==> src/common/reserved_mcast_igmp_params.svh <==
// constants for the reserved multicast and igmp snooping control block
`ifndef RESERVED_MCAST_IGMP_PARAMS_SVH
`define RESERVED_MCAST_IGMP_PARAMS_SVH

// ****************************************************************
// register indices, byte address is four times the index
// ****************************************************************
`define IDX_SNOOP_EN      8'h0C
`define IDX_RSV_CTRL_B    8'h3E
`define IDX_IGMP_CTRL     8'h3F
`define IDX_SNOOP_STATUS  8'h70
`define REG_ADDR(idx)     {idx, 2'b00}

// ****************************************************************
// reset values
// ****************************************************************
`define RSV_CTRL_B_RESET  16'h0000
`define IGMP_CTRL_RESET   16'h7C80
`define SNOOP_EN_RESET    2'h0

// ****************************************************************
// reserved address control b fields
// ****************************************************************
`define F_OP01_DISCARD    15
`define F_OTHER_ACT_HI    14
`define F_OTHER_ACT_LO    13
`define F_GXRP_MGMT       12
`define F_SLOW_MGMT       11
`define F_BPDU_MGMT       10
`define F_GXRP_SPAN       9
`define F_SLOW_SPAN       8
`define F_BPDU_SPAN       7
`define F_GXRP_CROSS      6
`define F_SLOW_CROSS      5
`define F_BPDU_CROSS      4
`define F_GXRP_TAG_HI     3
`define F_GXRP_TAG_LO     2
`define F_SLOW_TAG_HI     1
`define F_SLOW_TAG_LO     0

// ****************************************************************
// igmp control, snoop enable and snoop status fields
// ****************************************************************
`define F_QINT_HI         15
`define F_QINT_LO         8
`define F_ROBUST_HI       7
`define F_ROBUST_LO       6
`define F_RTR_MAP_HI      5
`define F_RTR_MAP_LO      0
`define F_HW_SNOOP_EN     0
`define F_DEF_ROUTER_EN   1
`define F_STAT_EFF_LO     8

// ****************************************************************
// codes, sizes and timing
// ****************************************************************
`define OTHER_ACT_DEFAULT 2'h0
`define OTHER_ACT_DISCARD 2'h1
`define OTHER_ACT_CPU_SEL 2'h2
`define ROBUST_RESERVED   2'h0
`define ROBUST_ONE        2'h1
`define NUM_PORTS         6
`define AGE_W             10
`define ONE_SEC_NS        1000000000
`define CLK_PERIOD_NS     10

`endif

==> src/common/reserved_mcast_igmp_pkg.sv <==
// types for the reserved multicast and igmp snooping control block
package reserved_mcast_igmp_pkg;
  typedef enum logic [2:0] {CLS_NONE, CLS_MACCTL, CLS_GXRP, CLS_SLOWGRP, CLS_BPDU} frame_class_t;
  typedef enum logic [1:0] {ACT_DEFAULT, ACT_DISCARD, ACT_TO_CPU, ACT_NO_CPU} fwd_action_t;
  typedef enum logic [1:0] {TAG_SYS_DEFAULT, TAG_UNMODIFIED, TAG_ALWAYS, TAG_NEVER} tx_tag_t;
endpackage

==> src/verilog/reserved_mcast_igmp_ctrl.sv <==
// reserved multicast frame decisions and hardware igmp router port aging
//
// Register access over Avalon-MM is this design's own decision.
`timescale 1ns/1ns
`include "reserved_mcast_igmp_params.svh"

module reserved_mcast_igmp_ctrl #(
  parameter int unsigned TICK_CYCLES = `ONE_SEC_NS / `CLK_PERIOD_NS
) (
  input  wire logic                                ref_clk,
  input  wire logic                                rst,
  input  wire logic [9:0]                          address,
  input  wire logic                                read,
  input  wire logic                                write,
  input  wire logic [31:0]                         writedata,
  output logic      [31:0]                         readdata,
  output logic                                     waitrequest,
  input  wire logic                                frmValid,
  input  reserved_mcast_igmp_pkg::frame_class_t    frmClass,
  input  wire logic                                frmOpcode01,
  input  wire logic                                frmFromCpu,
  output logic                                     decValid,
  output reserved_mcast_igmp_pkg::fwd_action_t     decAction,
  output logic                                     decMgmt,
  output logic                                     decSpan,
  output logic                                     decCrossVlan,
  output reserved_mcast_igmp_pkg::tx_tag_t         decTxTag,
  input  wire logic                                queryValid,
  input  wire logic [2:0]                          queryPort,
  output logic      [`NUM_PORTS-1:0]               routerPorts
);
  import reserved_mcast_igmp_pkg::*;

  // ****************************************************************
  // registers and state
  // ****************************************************************
  logic [15:0]            rsvCtrl_q;
  logic [15:0]            igmpCtrl_q;
  logic [1:0]             snoopEn_q;
  logic                   ack_q;
  logic [31:0]            readdata_q;
  logic [31:0]            rdMux;
  logic                   wrTake;
  logic                   decValid_q;
  fwd_action_t            decAction_q;
  fwd_action_t            actD;
  logic                   decMgmt_q;
  logic                   decSpan_q;
  logic                   decCross_q;
  tx_tag_t                decTxTag_q;
  tx_tag_t                tagD;
  logic [31:0]            tickCnt_q;
  logic                   tick_q;
  logic [`NUM_PORTS-1:0]  learned_q;
  logic [`NUM_PORTS-1:0]  routerPorts_q;
  logic [`NUM_PORTS-1:0]  effRouter;
  logic [`AGE_W-1:0]      ageReload;
  logic [1:0]             otherAct;
  logic [1:0]             robustEff;
  logic                   hwSnoop;
  logic                   defRouter;

  assign otherAct  = rsvCtrl_q[`F_OTHER_ACT_HI:`F_OTHER_ACT_LO];
  assign hwSnoop   = snoopEn_q[`F_HW_SNOOP_EN];
  assign defRouter = snoopEn_q[`F_DEF_ROUTER_EN];

  // ****************************************************************
  // avalon slave: one wait cycle, then the answer
  // ****************************************************************
  assign waitrequest = (read | write) & ~ack_q;
  assign wrTake      = write & ack_q;
  assign readdata    = readdata_q;

  always_ff @(posedge ref_clk or posedge rst) begin
    if (rst) begin
      ack_q <= 1'b0;
    end else begin
      ack_q <= (read | write) & ~ack_q;
    end
  end

  // unmapped addresses read zero and drop writes
  always_comb begin
    rdMux = 32'h0000_0000;
    if (address == `REG_ADDR(`IDX_RSV_CTRL_B)) begin
      rdMux[15:0] = rsvCtrl_q;
    end else if (address == `REG_ADDR(`IDX_IGMP_CTRL)) begin
      rdMux[15:0] = igmpCtrl_q;
    end else if (address == `REG_ADDR(`IDX_SNOOP_EN)) begin
      rdMux[1:0] = snoopEn_q;
    end else if (address == `REG_ADDR(`IDX_SNOOP_STATUS)) begin
      rdMux[`NUM_PORTS-1:0] = learned_q;
      rdMux[`F_STAT_EFF_LO +: `NUM_PORTS] = routerPorts_q;
    end
  end

  always_ff @(posedge ref_clk or posedge rst) begin
    if (rst) begin
      readdata_q <= 32'h0000_0000;
    end else if (read & ~ack_q) begin
      readdata_q <= rdMux;
    end
  end

  always_ff @(posedge ref_clk or posedge rst) begin
    if (rst) begin
      rsvCtrl_q  <= `RSV_CTRL_B_RESET;
      igmpCtrl_q <= `IGMP_CTRL_RESET;
      snoopEn_q  <= `SNOOP_EN_RESET;
    end else if (wrTake) begin
      if (address == `REG_ADDR(`IDX_RSV_CTRL_B)) begin
        rsvCtrl_q <= writedata[15:0];
      end else if (address == `REG_ADDR(`IDX_IGMP_CTRL)) begin
        igmpCtrl_q <= writedata[15:0];
      end else if (address == `REG_ADDR(`IDX_SNOOP_EN)) begin
        snoopEn_q <= writedata[1:0];
      end
    end
  end

  // ****************************************************************
  // reserved group frame decision, one cycle after the frame strobe
  // ****************************************************************
  always_comb begin
    actD = ACT_DEFAULT;
    tagD = TAG_SYS_DEFAULT;
    if (frmClass == CLS_MACCTL) begin
      if (frmOpcode01 && rsvCtrl_q[`F_OP01_DISCARD]) begin
        actD = ACT_DISCARD;
      end else begin
        case (otherAct)
          `OTHER_ACT_DEFAULT: actD = ACT_DEFAULT;
          `OTHER_ACT_DISCARD: actD = ACT_DISCARD;
          `OTHER_ACT_CPU_SEL: actD = frmFromCpu ? ACT_DEFAULT : ACT_TO_CPU;
          default:            actD = ACT_NO_CPU;
        endcase
      end
    end
    if (frmClass == CLS_GXRP) begin
      tagD = tx_tag_t'(rsvCtrl_q[`F_GXRP_TAG_HI:`F_GXRP_TAG_LO]);
    end else if (frmClass == CLS_SLOWGRP) begin
      // code 00 lands on system default through the enum order
      tagD = tx_tag_t'(rsvCtrl_q[`F_SLOW_TAG_HI:`F_SLOW_TAG_LO]);
    end
  end

  always_ff @(posedge ref_clk or posedge rst) begin
    if (rst) begin
      decValid_q  <= 1'b0;
      decAction_q <= ACT_DEFAULT;
      decMgmt_q   <= 1'b0;
      decSpan_q   <= 1'b0;
      decCross_q  <= 1'b0;
      decTxTag_q  <= TAG_SYS_DEFAULT;
    end else begin
      decValid_q  <= frmValid;
      decAction_q <= actD;
      decTxTag_q  <= tagD;
      decMgmt_q   <= ((frmClass == CLS_GXRP) && rsvCtrl_q[`F_GXRP_MGMT])
                   | ((frmClass == CLS_SLOWGRP) && rsvCtrl_q[`F_SLOW_MGMT])
                   | ((frmClass == CLS_BPDU) && rsvCtrl_q[`F_BPDU_MGMT]);
      decSpan_q   <= ((frmClass == CLS_GXRP) && rsvCtrl_q[`F_GXRP_SPAN])
                   | ((frmClass == CLS_SLOWGRP) && rsvCtrl_q[`F_SLOW_SPAN])
                   | ((frmClass == CLS_BPDU) && rsvCtrl_q[`F_BPDU_SPAN]);
      decCross_q  <= ((frmClass == CLS_GXRP) && rsvCtrl_q[`F_GXRP_CROSS])
                   | ((frmClass == CLS_SLOWGRP) && rsvCtrl_q[`F_SLOW_CROSS])
                   | ((frmClass == CLS_BPDU) && rsvCtrl_q[`F_BPDU_CROSS]);
    end
  end

  assign decValid     = decValid_q;
  assign decAction    = decAction_q;
  assign decMgmt      = decMgmt_q;
  assign decSpan      = decSpan_q;
  assign decCrossVlan = decCross_q;
  assign decTxTag     = decTxTag_q;

  // ****************************************************************
  // one second tick from the core clock
  // ****************************************************************
  always_ff @(posedge ref_clk or posedge rst) begin
    if (rst) begin
      tickCnt_q <= 32'h0000_0000;
      tick_q    <= 1'b0;
    end else begin
      tick_q    <= (tickCnt_q == 32'(TICK_CYCLES - 1));
      tickCnt_q <= (tickCnt_q == 32'(TICK_CYCLES - 1)) ? 32'h0000_0000 : tickCnt_q + 32'h0000_0001;
    end
  end

  // ****************************************************************
  // router port learning and aging
  // ****************************************************************
  // reserved robustness is run as one time so a bad setting cannot stall aging
  assign robustEff = (igmpCtrl_q[`F_ROBUST_HI:`F_ROBUST_LO] == `ROBUST_RESERVED) ? `ROBUST_ONE
                   : igmpCtrl_q[`F_ROBUST_HI:`F_ROBUST_LO];
  // both factors widened first so the product cannot wrap at eight bits
  assign ageReload = `AGE_W'(igmpCtrl_q[`F_QINT_HI:`F_QINT_LO]) * `AGE_W'(robustEff);

  for (genvar p = 0; p < `NUM_PORTS; p++) begin : g_port
    logic [`AGE_W-1:0] timer_q;
    always_ff @(posedge ref_clk or posedge rst) begin
      if (rst) begin
        timer_q      <= '0;
        learned_q[p] <= 1'b0;
      end else if (!hwSnoop) begin
        timer_q      <= '0;
        learned_q[p] <= 1'b0;
      end else if (queryValid && (queryPort == 3'(p))) begin
        timer_q      <= ageReload;
        learned_q[p] <= 1'b1;
      end else if (tick_q && learned_q[p]) begin
        if (timer_q <= `AGE_W'(1)) begin
          timer_q      <= '0;
          learned_q[p] <= 1'b0;
        end else begin
          timer_q <= timer_q - `AGE_W'(1);
        end
      end
    end

  end

  assign effRouter = hwSnoop ? (learned_q | (defRouter ? igmpCtrl_q[`F_RTR_MAP_HI:`F_RTR_MAP_LO] : '0))
                   : '0;

  always_ff @(posedge ref_clk or posedge rst) begin
    if (rst) begin
      routerPorts_q <= '0;
    end else begin
      routerPorts_q <= effRouter;
    end
  end

  assign routerPorts = routerPorts_q;
endmodule // reserved_mcast_igmp_ctrl

==> config.mk <==
export PLATFORM = sky130hd
export DESIGN_NAME = reserved_mcast_igmp_ctrl
export DESIGN_NICKNAME = d
export VERILOG_FILES = /design/src/common/reserved_mcast_igmp_pkg.sv /design/src/verilog/reserved_mcast_igmp_ctrl.sv
export VERILOG_INCLUDE_DIRS = /design/src /design/src/common
export SDC_FILE = /design/constraint.sdc
export NUM_CORES = 1
export LEC_CHECK = 0
export BUFFER_PORTS_ARGS = -buffer_cell sky130_fd_sc_hd__buf_2
export CAP_MARGIN = 10
export CORE_MARGIN = 1.5
export CORE_UTILIZATION = 55
export CTS_CLUSTER_DIAMETER = 120
export DETAILED_ROUTE_END_ITERATION = 7
export GPL_TIMING_DRIVEN = 0
export PLACE_DENSITY = 0.75
export SLEW_MARGIN = 0
export SYNTH_ARGS = -nofsm -noshare
export SYNTH_HDL_FRONTEND = slang
export SYNTH_SLANG_ARGS = --single-unit
==> constraint.sdc <==
create_clock -name ref_clk -period 6.45 [get_ports ref_clk]
set_input_delay 0.645 -clock ref_clk [delete_from_list [all_inputs] [get_ports ref_clk]]
set_output_delay 0.645 -clock ref_clk [all_outputs]
set_load 0.05 [all_outputs]
Word level (Yosys, flattened, before mapping)
Cells that the tools add are included.
{"block": "word_totals", "memories": 0, "ramBits": 0, "wordCells": 184, "regBits": 164, "latchBits": 0, "romBits": 0}
{"block": "classes", "n_bitwise": 14, "addsub": 7, "div_mod_pow": 0, "shift": 0, "mux": 68, "n_lt_le_gt_ge": 6, "reduce_logical": 34, "n_eq_ne": 28, "mul": 1}
{"cell": "$mux W10", "n": 24}
{"cell": "$le A10 B1 Y1 const B", "n": 6}
{"cell": "$sub A10 B1 Y10 const B", "n": 6}
{"cell": "$mux W6", "n": 7}
{"cell": "$ne A3 B1 Y1 const B", "n": 12}
{"cell": "$add A32 B1 Y32 const B", "n": 1}
{"cell": "$eq A32 B27 Y1 const B", "n": 1}
{"cell": "$mux W32", "n": 1}
{"cell": "$mux W1", "n": 24}
{"cell": "$logic_and A1 B1 Y1", "n": 22}
{"cell": "$eq A10 B8 Y1 const B", "n": 2}
{"cell": "$mux W2", "n": 9}
{"cell": "$mux W16", "n": 1}
{"cell": "$reduce_and A2 Y1", "n": 7}
{"cell": "$eq A3 B2 Y1 const B", "n": 4}
{"cell": "$eq A10 B6 Y1 const B", "n": 1}
{"cell": "$eq A10 B9 Y1 const B", "n": 1}
{"cell": "$mul A8 B2 Y10", "n": 1}
{"cell": "$eq A3 B3 Y1 const B", "n": 3}
{"cell": "$or A1 B1 Y1", "n": 7}
{"cell": "$eq A3 B1 Y1 const B", "n": 2}
{"cell": "$or A6 B6 Y6", "n": 1}
{"cell": "$pmux W2 S3", "n": 1}
{"cell": "$logic_not A2 Y1", "n": 2}
{"cell": "8 further kinds", "n": 12}

Longest topological paths before layout
Gate-level depths: netlist of run 1.
{"block": "logic_depth", "word_depth": 5, "depth_mapped": 9, "depth_no_buf": 8}

Least setup slack after synthesis of run 1
OpenSTA, ideal clock, no wires.
{"block": "synth_timing", "path_type": "reg-to-reg", "from": "register igmpCtrl_q[7]", "to": "register g_port[0].timer_q[5]", "n_path_buf": 1, "t_arrival_ns": 2.627, "path_slack_ns": 3.697, "stages_incl_launch_ff": 10, "required_ns": 6.324, "setup_ns": 0.126, "period_less_slack_ns": 2.753, "path_cell_list": "dfstp_2 clkbuf_1 nand2b_1 and2_1 ha_1 fa_1 a211oi_1 o21bai_1 and2_1 a221o_1"}
{"block": "synth_between", "elab_chain_cells": 5}
{"element": "start, declared", "line": "reserved_mcast_igmp_ctrl.sv:38", "text": "logic [15:0] igmpCtrl_q;"}
{"element": "start signal, assigned", "line": "reserved_mcast_igmp_ctrl.sv:108", "text": "igmpCtrl_q <= `IGMP_CTRL_RESET;"}
{"element": "start signal, assigned", "line": "reserved_mcast_igmp_ctrl.sv:114", "text": "igmpCtrl_q <= writedata[15:0];"}
{"element": "$logic_not A2 Y1 (no source line)"}
{"element": "$mux W2 *", "line": "reserved_mcast_igmp_ctrl.sv:195", "text": "assign robustEff = (igmpCtrl_q[`F_ROBUST_HI:`F_ROBUST_LO] == `ROBUST_RESERVED) ? `ROBUST_ONE"}
{"element": "$mul A8 B2 Y10 (no source line) *"}
{"element": "$mux W10 *", "line": "reserved_mcast_igmp_ctrl.sv:209", "text": "end else if (queryValid && (queryPort == 3'(p))) begin"}
{"element": "$mux W10 *", "line": "reserved_mcast_igmp_ctrl.sv:206", "text": "end else if (!hwSnoop) begin"}
{"element": "end signal, assigned", "line": "reserved_mcast_igmp_ctrl.sv:210", "text": "timer_q <= ageReload;"}
{"element": "end signal, assigned", "line": "reserved_mcast_igmp_ctrl.sv:217", "text": "timer_q <= timer_q - `AGE_W'(1);"}
{"element": "end, declared", "line": "reserved_mcast_igmp_ctrl.sv:201", "text": "logic [`AGE_W-1:0] timer_q;"}
Every way passes the cells marked *; elsewhere a longest branch is shown, timed or not.
A chain may end at the register's enable or synchronous reset.

Final worst setup path of run 1
{"block": "layout_timing", "from": "register igmpCtrl_q[7]", "to": "register g_port[5].timer_q[7]"}
{"block": "layout_between", "elab_chain_cells": 5}
{"element": "$logic_not A2 Y1 (no source line)"}
{"element": "$mux W2 *", "line": "reserved_mcast_igmp_ctrl.sv:195"}
{"element": "$mul A8 B2 Y10 (no source line) *"}
{"element": "$mux W10 *", "line": "reserved_mcast_igmp_ctrl.sv:209"}
{"element": "$mux W10 *", "line": "reserved_mcast_igmp_ctrl.sv:206"}
{"element": "end signal, assigned", "line": "reserved_mcast_igmp_ctrl.sv:210"}
{"element": "end signal, assigned", "line": "reserved_mcast_igmp_ctrl.sv:217"}
{"element": "end, declared", "line": "reserved_mcast_igmp_ctrl.sv:201"}
Marked as above.

==> results of run 1 <==
[per-layer routing]
layer / vias up / track usage, % / wire (um)
li1: 3881 / - / -
met1: 4080 / 38.4 / 10800
met2: 246 / 44.8 / 12000
met3: 27 / 3.97 / 1300
met4: 0 / 8.72 / 369
met5: - / 0 / 0
[worst min path at each step]
stage / startpoint / cells after the start / slack [ns] / end
global route: rst / 2 / 0.18 / tickCnt_q[31]
CTS: rst / 2 / 0.17 / decAction[0]
floorplan: tickCnt_q[0] / 1 / 0.42 / tickCnt_q[0]
global placement: tickCnt_q[0] / 1 / 0.44 / tickCnt_q[0]
finish: rst / 2 / 0.16 / tickCnt_q[31]
detailed placement: tickCnt_q[0] / 1 / 0.45 / tickCnt_q[0]
[power by group]
| group | internal (uW) | total (uW) | switching (uW) |
|---|---|---|---|
| Sequential | 1090 | 1170 | 81.2 |
| Clock | 551 | 1020 | 469 |
| Combinational | 194 | 472 | 277 |
[critical path, stage by stage (launching register included)]
cell	delay, ns
dfstp_2	0.52
clkbuf_1	0.29
nand2b_1	0.24
and2_1	0.22
ha_1	0.21
fa_1	0.44
a211oi_1	0.38
nor4b_1	0.11
a311oi_2	0.84
o221ai_1	0.25
[Yosys cell counts, types with 6 or more instances]
master | n | area [um^2]
a211o_1 | 6 | 52.6
a211oi_1 | 9 | 67.6
a21o_1 | 7 | 52.6
a21oi_1 | 34 | 170
a221o_1 | 11 | 110
a22oi_1 | 14 | 105
a311o_1 | 6 | 60.1
a31oi_1 | 6 | 37.5
a32oi_1 | 6 | 52.6
and2_1 | 25 | 156
and3_1 | 16 | 100
and4_1 | 6 | 52.6
buf_2 | 17 | 85.1
buf_4 | 18 | 135
clkbuf_1 | 18 | 67.6
dfrtp_1 | 158 | 3950
dfstp_2 | 6 | 158
ha_1 | 20 | 250
inv_1 | 31 | 116
mux2_1 | 8 | 90.1
mux2_2 | 38 | 428
mux2i_1 | 24 | 240
nand2_1 | 69 | 259
nand2b_1 | 13 | 81.3
nand3_1 | 34 | 170
nand4_1 | 10 | 62.6
nor2_1 | 50 | 188
nor3_1 | 30 | 150
nor4_1 | 22 | 138
o211ai_1 | 13 | 97.6
o21ai_0 | 41 | 205
o22ai_1 | 13 | 81.3
o31ai_1 | 13 | 97.6
o32a_1 | 6 | 60.1
or2_2 | 8 | 50.1
or3_1 | 20 | 125
or4_1 | 12 | 90.1
xnor2_1 | 6 | 52.6
xor2_1 | 14 | 123
[sequential cells by signal, summed over array words and instances, names as in the netlist, 2 cells and up]
register,count
g_port.timer_q,60
tickCnt_q,32
igmpCtrl_q,16
readdata,16
rsvCtrl_q,16
learned_q,6
routerPorts,6
decAction,2
decTxTag,2
snoopEn_q,2
[kinds of logic after synthesis]
family,count (synthesis),share of synthesized area [%]
simple gates,372,22.8
compound gates,232,17.5
flops,164,42.5
buf+inv,90,4.72
mux,70,7.84
fa+ha+maj,21,2.79
xor+xnor,20,1.81
other cells,1,0.0388
[cells in the final DEF (no fill, tap or decap), drive strengths merged, types with 7 or more instances in the layout]
cell type	netlist	routed
or3	20	20
and3	16	16
or4	14	14
o31ai	13	13
a22oi	14	14
o211ai	13	13
clkbuf	18	35
nor4	25	25
nor3	33	33
mux2	46	46
nor2	52	52
o21ai	42	42
ha	20	20
a21o	7	7
a221o	11	11
dfrtp	158	158
inv	31	41
nand4	13	13
a211oi	9	9
and2	26	26
buf	40	110
nand3	34	34
a21oi	34	34
conb	1	16
xor2	14	14
nand2b	13	13
mux2i	24	24
or2	11	11
o22ai	13	13
nand2	69	69
[stage by stage]
stage               area, um^2  total power (uW)  instances  worst slack [ns]
floorplan                 9730              1540        985              1.38
global placement         10400              1650       1279            -0.556
detailed placement       10400              1660       1280              2.80
CTS                      11000              2680       1312              2.82
global route             11000              2780       1312              2.52
finish                   11000              2670       1312              2.76
[area by class of cell]
type	count	area share, %
Buffer	58	3.06
Multi-Input combinational cell	731	47.0
Inverter	32	1.16
Timing Repair Buffer	70	3.40
Clock buffer	17	3.87
Tap cell	225	2.56
Clock inverter	15	1.48
Sequential cell	164	37.4
==> summary.md, run 1 <==
| Metric | Value |
|---|---|
| Reg2reg end | g_port[5].timer_q[7] |
| IO Count | 103 |
| Share of layout cells above drive strength 1 | 20.5% |
| Fin crit share | 57.2% |
| Placement Rows | 48 |
| Beginning of the critical path | igmpCtrl_q[7] |
| CTS Buffer Depth | 2 |
| Initial DRC count | 595 |
| WP data arrival | 3.96 ns |
| Multi-input gate area | 0.00516 mm^2 |
| Leak | 0.00504 uW |
| First drt pass iteration count | 5 |
| Clk_lat worst skew | 0.44 ns |
| Worst Reg-to-Reg Cells | 9 |
| Fin. max-slew vios | 0 |
| WS Path Type | register to register |
| CTS clk-pin slew, worst paths | 0.07 ns |
| Layout overhead on the synthesized area | 13.5% |
| Placer congestion estimate | 0.918 |
| Die Footprint | 0.0184 mm^2 |
| Post-CTS Resized | 0 |
| Flop2flop setup slack | 2.76 ns |
| CTS Sinks | 164 |
| Synth warnings | 0 |
| Hold Crit Class | primary input to asynchronous set/reset pin |
| CTS tree | done |
| Max Cap Viol | 0 |
| Finish-stage setup viols | 0 |
| Post-Route Skew | 0.0111 ns |
| Initial antenna violation count | 0 |
| Status | finished, final reports clean |
| Post-Syn Area | 0.00968 mm^2 |
| Tmin final | 3.69 ns |
| Hold-fix buffers, CTS | 0 |
| EDFF count, synth | 0 |
| Post-synthesis async set-or-reset flop share | 100% |
| Critical Path Fanout Max | 10 |
| Ant. Diodes | 0 |
| Core area | 0.0172 mm^2 |
| Clock buffers created by TritonCTS | 17 |
| Final Core Density | 63.7% |
| RSZ-0062 raised after global routing | false |
| Starting Density | 56.1% |
| Vias in the first global route | 7611 |
| Final antenna-violating net count | 0 |
| CP required | 6.72 ns |
| Setup bufs post-CTS | 0 |
| Final Net Count | 1151 |
| Gr usage total | 27.7% |
| DP HPWL | 17200 um |
| Via count | 8234 |
| Register area share after synthesis | 42.5% |
| Distinct cell type count after synthesis | 95 |
| Largest net degree at the start of global routing | 127 |
| VDD IR max | 220 uV |
| Worst Tran Pin Value | 1.13 ns |
| Vias per std cell | 6.28 |
| H-tree lvl count | 4 |
| Syn Area/Cell | 9.97 um^2 |
| Maximum clock frequency | 0.271 GHz |
| Sequential cell area | 0.00411 mm^2 |
| Final hold slack | 0.165 ns |
| CTS root buf | clkbuf_16 |
| GR Overflow Total | 0 |
| Setup crit end | g_port[5].timer_q[7] |
| Die W | 136 um |
| Die height | 136 um |
| Synthesized flop and latch total | 164 |
| DRC | 0 |
| Worst setup SP type | register |
| Fill count | 1399 |
| Slew headroom | 24.6% |
| Power Density | 243 mW/mm^2 |
| Reg2reg start | igmpCtrl_q[7] |
| Final Hold Fails | 0 |
| Ys flop type | dfrtp_1 |
| Post-Route Setup TNS | 0 ns |
| Critical Path Sink Type | register |
| First-pass GRT wire length | 39900 um |
| Cells after Synth | 970 |
| Post-Route WL | 24400 um |
| I/O Buffers | 69 |
| DR WL/cell | 18.6 um |
(Power assumes the default switching activity.)
==> run 2, diff against run 1 <==
==> constraint.sdc (replaced) <==
create_clock -name ref_clk -period 3.8 [get_ports ref_clk]
set_input_delay 0.38 -clock ref_clk [delete_from_list [all_inputs] [get_ports ref_clk]]
set_output_delay 0.38 -clock ref_clk [all_outputs]
set_load 0.05 [all_outputs]
==> run 2 against run 1 <==
  * Total power increased by 71%
  * Count of clock-buffer cells in the layout unchanged
  * Critical path depth unchanged
  * Sequential power increased by 70%
  * Routed wire length increased by 0.57%
  * Utilization increased by 0.52 points
  * Via count increased by 0.84%
  * Hold slack got worse by 0.11 ns
  * Highest routed layer unchanged
  * First-iteration DRC count increased by 25%
  * Maximum frequency increased by 6.3%
==> summary.md, run 2 (synthesis results as in run 1) <==
| Metric | Value |
|---|---|
| Critical Path Sink Type | register |
| Finish-stage setup viols | 0 |
| Vias in the first global route | 7689 |
| WS Path Type | register to register |
| Final Cell Area | 0.0111 mm^2 |
| WP data arrival | 3.74 ns |
| VDD IR max | 322 uV |
| CTS Buffer Depth | 2 |
| Final Hold Fails | 0 |
| Worst Tran Pin Value | 1.06 ns |
| Via count | 8303 |
| CTS clk-pin slew, worst paths | 0.07 ns |
| Placement Rows | 48 |
| Die height | 136 um |
| Critical Path Fanout Max | 10 |
| First drt pass iteration count | 6 |
| Starting Density | 56.1% |
| Leak | 0.00507 uW |
| Clk_lat worst skew | 0.43 ns |
| Power Density | 411 mW/mm^2 |
| Post-Route Skew | 0.0104 ns |
| Tmin final | 3.47 ns |
| Vias per std cell | 6.31 |
| GR Overflow Total | 0 |
| CTS Sinks | 164 |
| Regs by FF count | g_port.timer_q x60, tickCnt_q x32 |
| Post-Route Setup TNS | 0 ns |
| Most common cell after layout, fill and taps aside | dfrtp_1 |
| CTS root buf | clkbuf_16 |
| Initial DRC count | 746 |
| Final Net Count | 1155 |
| CP required | 4.06 ns |
| Core area | 0.0172 mm^2 |
| Die W | 136 um |
| Hold Crit Class | primary input to register |
| Flop2flop setup slack | 0.33 ns |
| Placed inst area | 0.0104 mm^2 |
| Fin. max-slew vios | 0 |
| DRC | 0 |
| RSZ-0062 raised after global routing | false |
| Slew headroom | 29.4% |
| Die Footprint | 0.0184 mm^2 |
| Maximum clock frequency | 0.288 GHz |
| Fin crit share | 91.4% |
| Status | finished, final reports clean |
| IO Count | 103 |
| First-pass GRT wire length | 39600 um |
| Largest net degree at the start of global routing | 42 |
| Final antenna-violating net count | 0 |
| Reg with most FFs | g_port.timer_q |
| Commonest non-fill, non-tap cells in the layout | 158 x dfrtp_1, 86 x buf_2, 69 x nand2_1 |
| Initial antenna violation count | 0 |
| DR WL/cell | 18.6 um |
| Gr usage total | 27.6% |
| Post-Route WL | 24500 um |
| Clock buffers created by TritonCTS | 17 |
| DP HPWL | 17600 um |
| Max Cap Viol | 0 |
| I/O Buffers | 69 |
| CTS tree | done |
| Share of layout cells above drive strength 1 | 20.7% |
| Ant. Diodes | 0 |
| H-tree lvl count | 4 |
| Placer congestion estimate | 0.925 |
| Max reg flops | 60 |
| Worst setup SP type | register |
| Layout overhead on the synthesized area | 14.4% |
## run 2: path summary, 6_finish.rpt
kind,from,endpoint,cells past startpoint
worst min-delay path,frmValid,decValid,1
worst max register to register,igmpCtrl_q[7],g_port[5].timer_q[8],9
worst min register to register,tickCnt_q[0],tickCnt_q[0],1
min in group asynchronous,rst,tickCnt_q[29],3
max in group asynchronous,rst,g_port[1].timer_q[9],6
worst max-delay path,igmpCtrl_q[7],g_port[5].timer_q[8],9
## run 2: layout make-up
cell class                 count  area, um^2
clock buffer                  17         425
sequential                   164        4110
inverter                      32         124
timing repair buffer          74         435
tap                          225         282
fill                        1390        6160
clock inverter                15         183
buffer                        58         337
multi-input combinational    731        5170
## run 2: critical path, cell delays in order (launching register included)
cell,delay [ns]
dfstp_2,0.53
clkbuf_1,0.26
nand2b_1,0.23
and2_1,0.22
ha_1,0.27
clkbuf_1,0.21
a2111o_1,0.45
a21o_1,0.16
a221oi_2,0.79
o22ai_1,0.19
## run 2: through the flow
| step | setup slack (ns) | util, % | power [uW] | std cells | hold WS, ns |
|---|---|---|---|---|---|
| 2_1_floorplan | 1.05 | - | 2610 | 985 | 0.411 |
| 3_3_place_gp | 0.263 | 60.1 | 2790 | 1279 | 0.441 |
| 6_report | 0.328 | 64.2 | 4560 | 1316 | 0.0555 |
| 4_1_cts | 0.212 | 64.2 | 4570 | 1316 | 0.0422 |
| 3_5_place_dp | 0.212 | 60.6 | 2820 | 1283 | 0.359 |
| 5_1_grt | 0.0975 | 64.2 | 4770 | 1316 | 0.0411 |
## run 2: where the power goes
| group | leakage, uW | switching (uW) | internal [uW] |
|---|---|---|---|
| Clock | 0.000297 | 810 | 947 |
| Sequential | 0.00211 | 136 | 1850 |
| Combinational | 0.00266 | 472 | 337 |
## run 2: layer usage
| metal | track usage, % | routed length (um) | up-vias |
|---|---|---|---|
| met5 | 0 | 0 | - |
| met1 | 38.1 | 10900 | 4068 |
| met4 | 9.68 | 603 | 0 |
| li1 | - | - | 3887 |
| met2 | 43.9 | 11600 | 299 |
| met3 | 4.90 | 1370 | 49 |
## run 2: timing repair
action | CTS | global route
gates resized for setup | 0 | 1
setup endpoints to repair | 0 | 1
endpoints found under the hold margin | 10 | 0
hold buffers | 1 | 0
setup buffers | 0 | 0
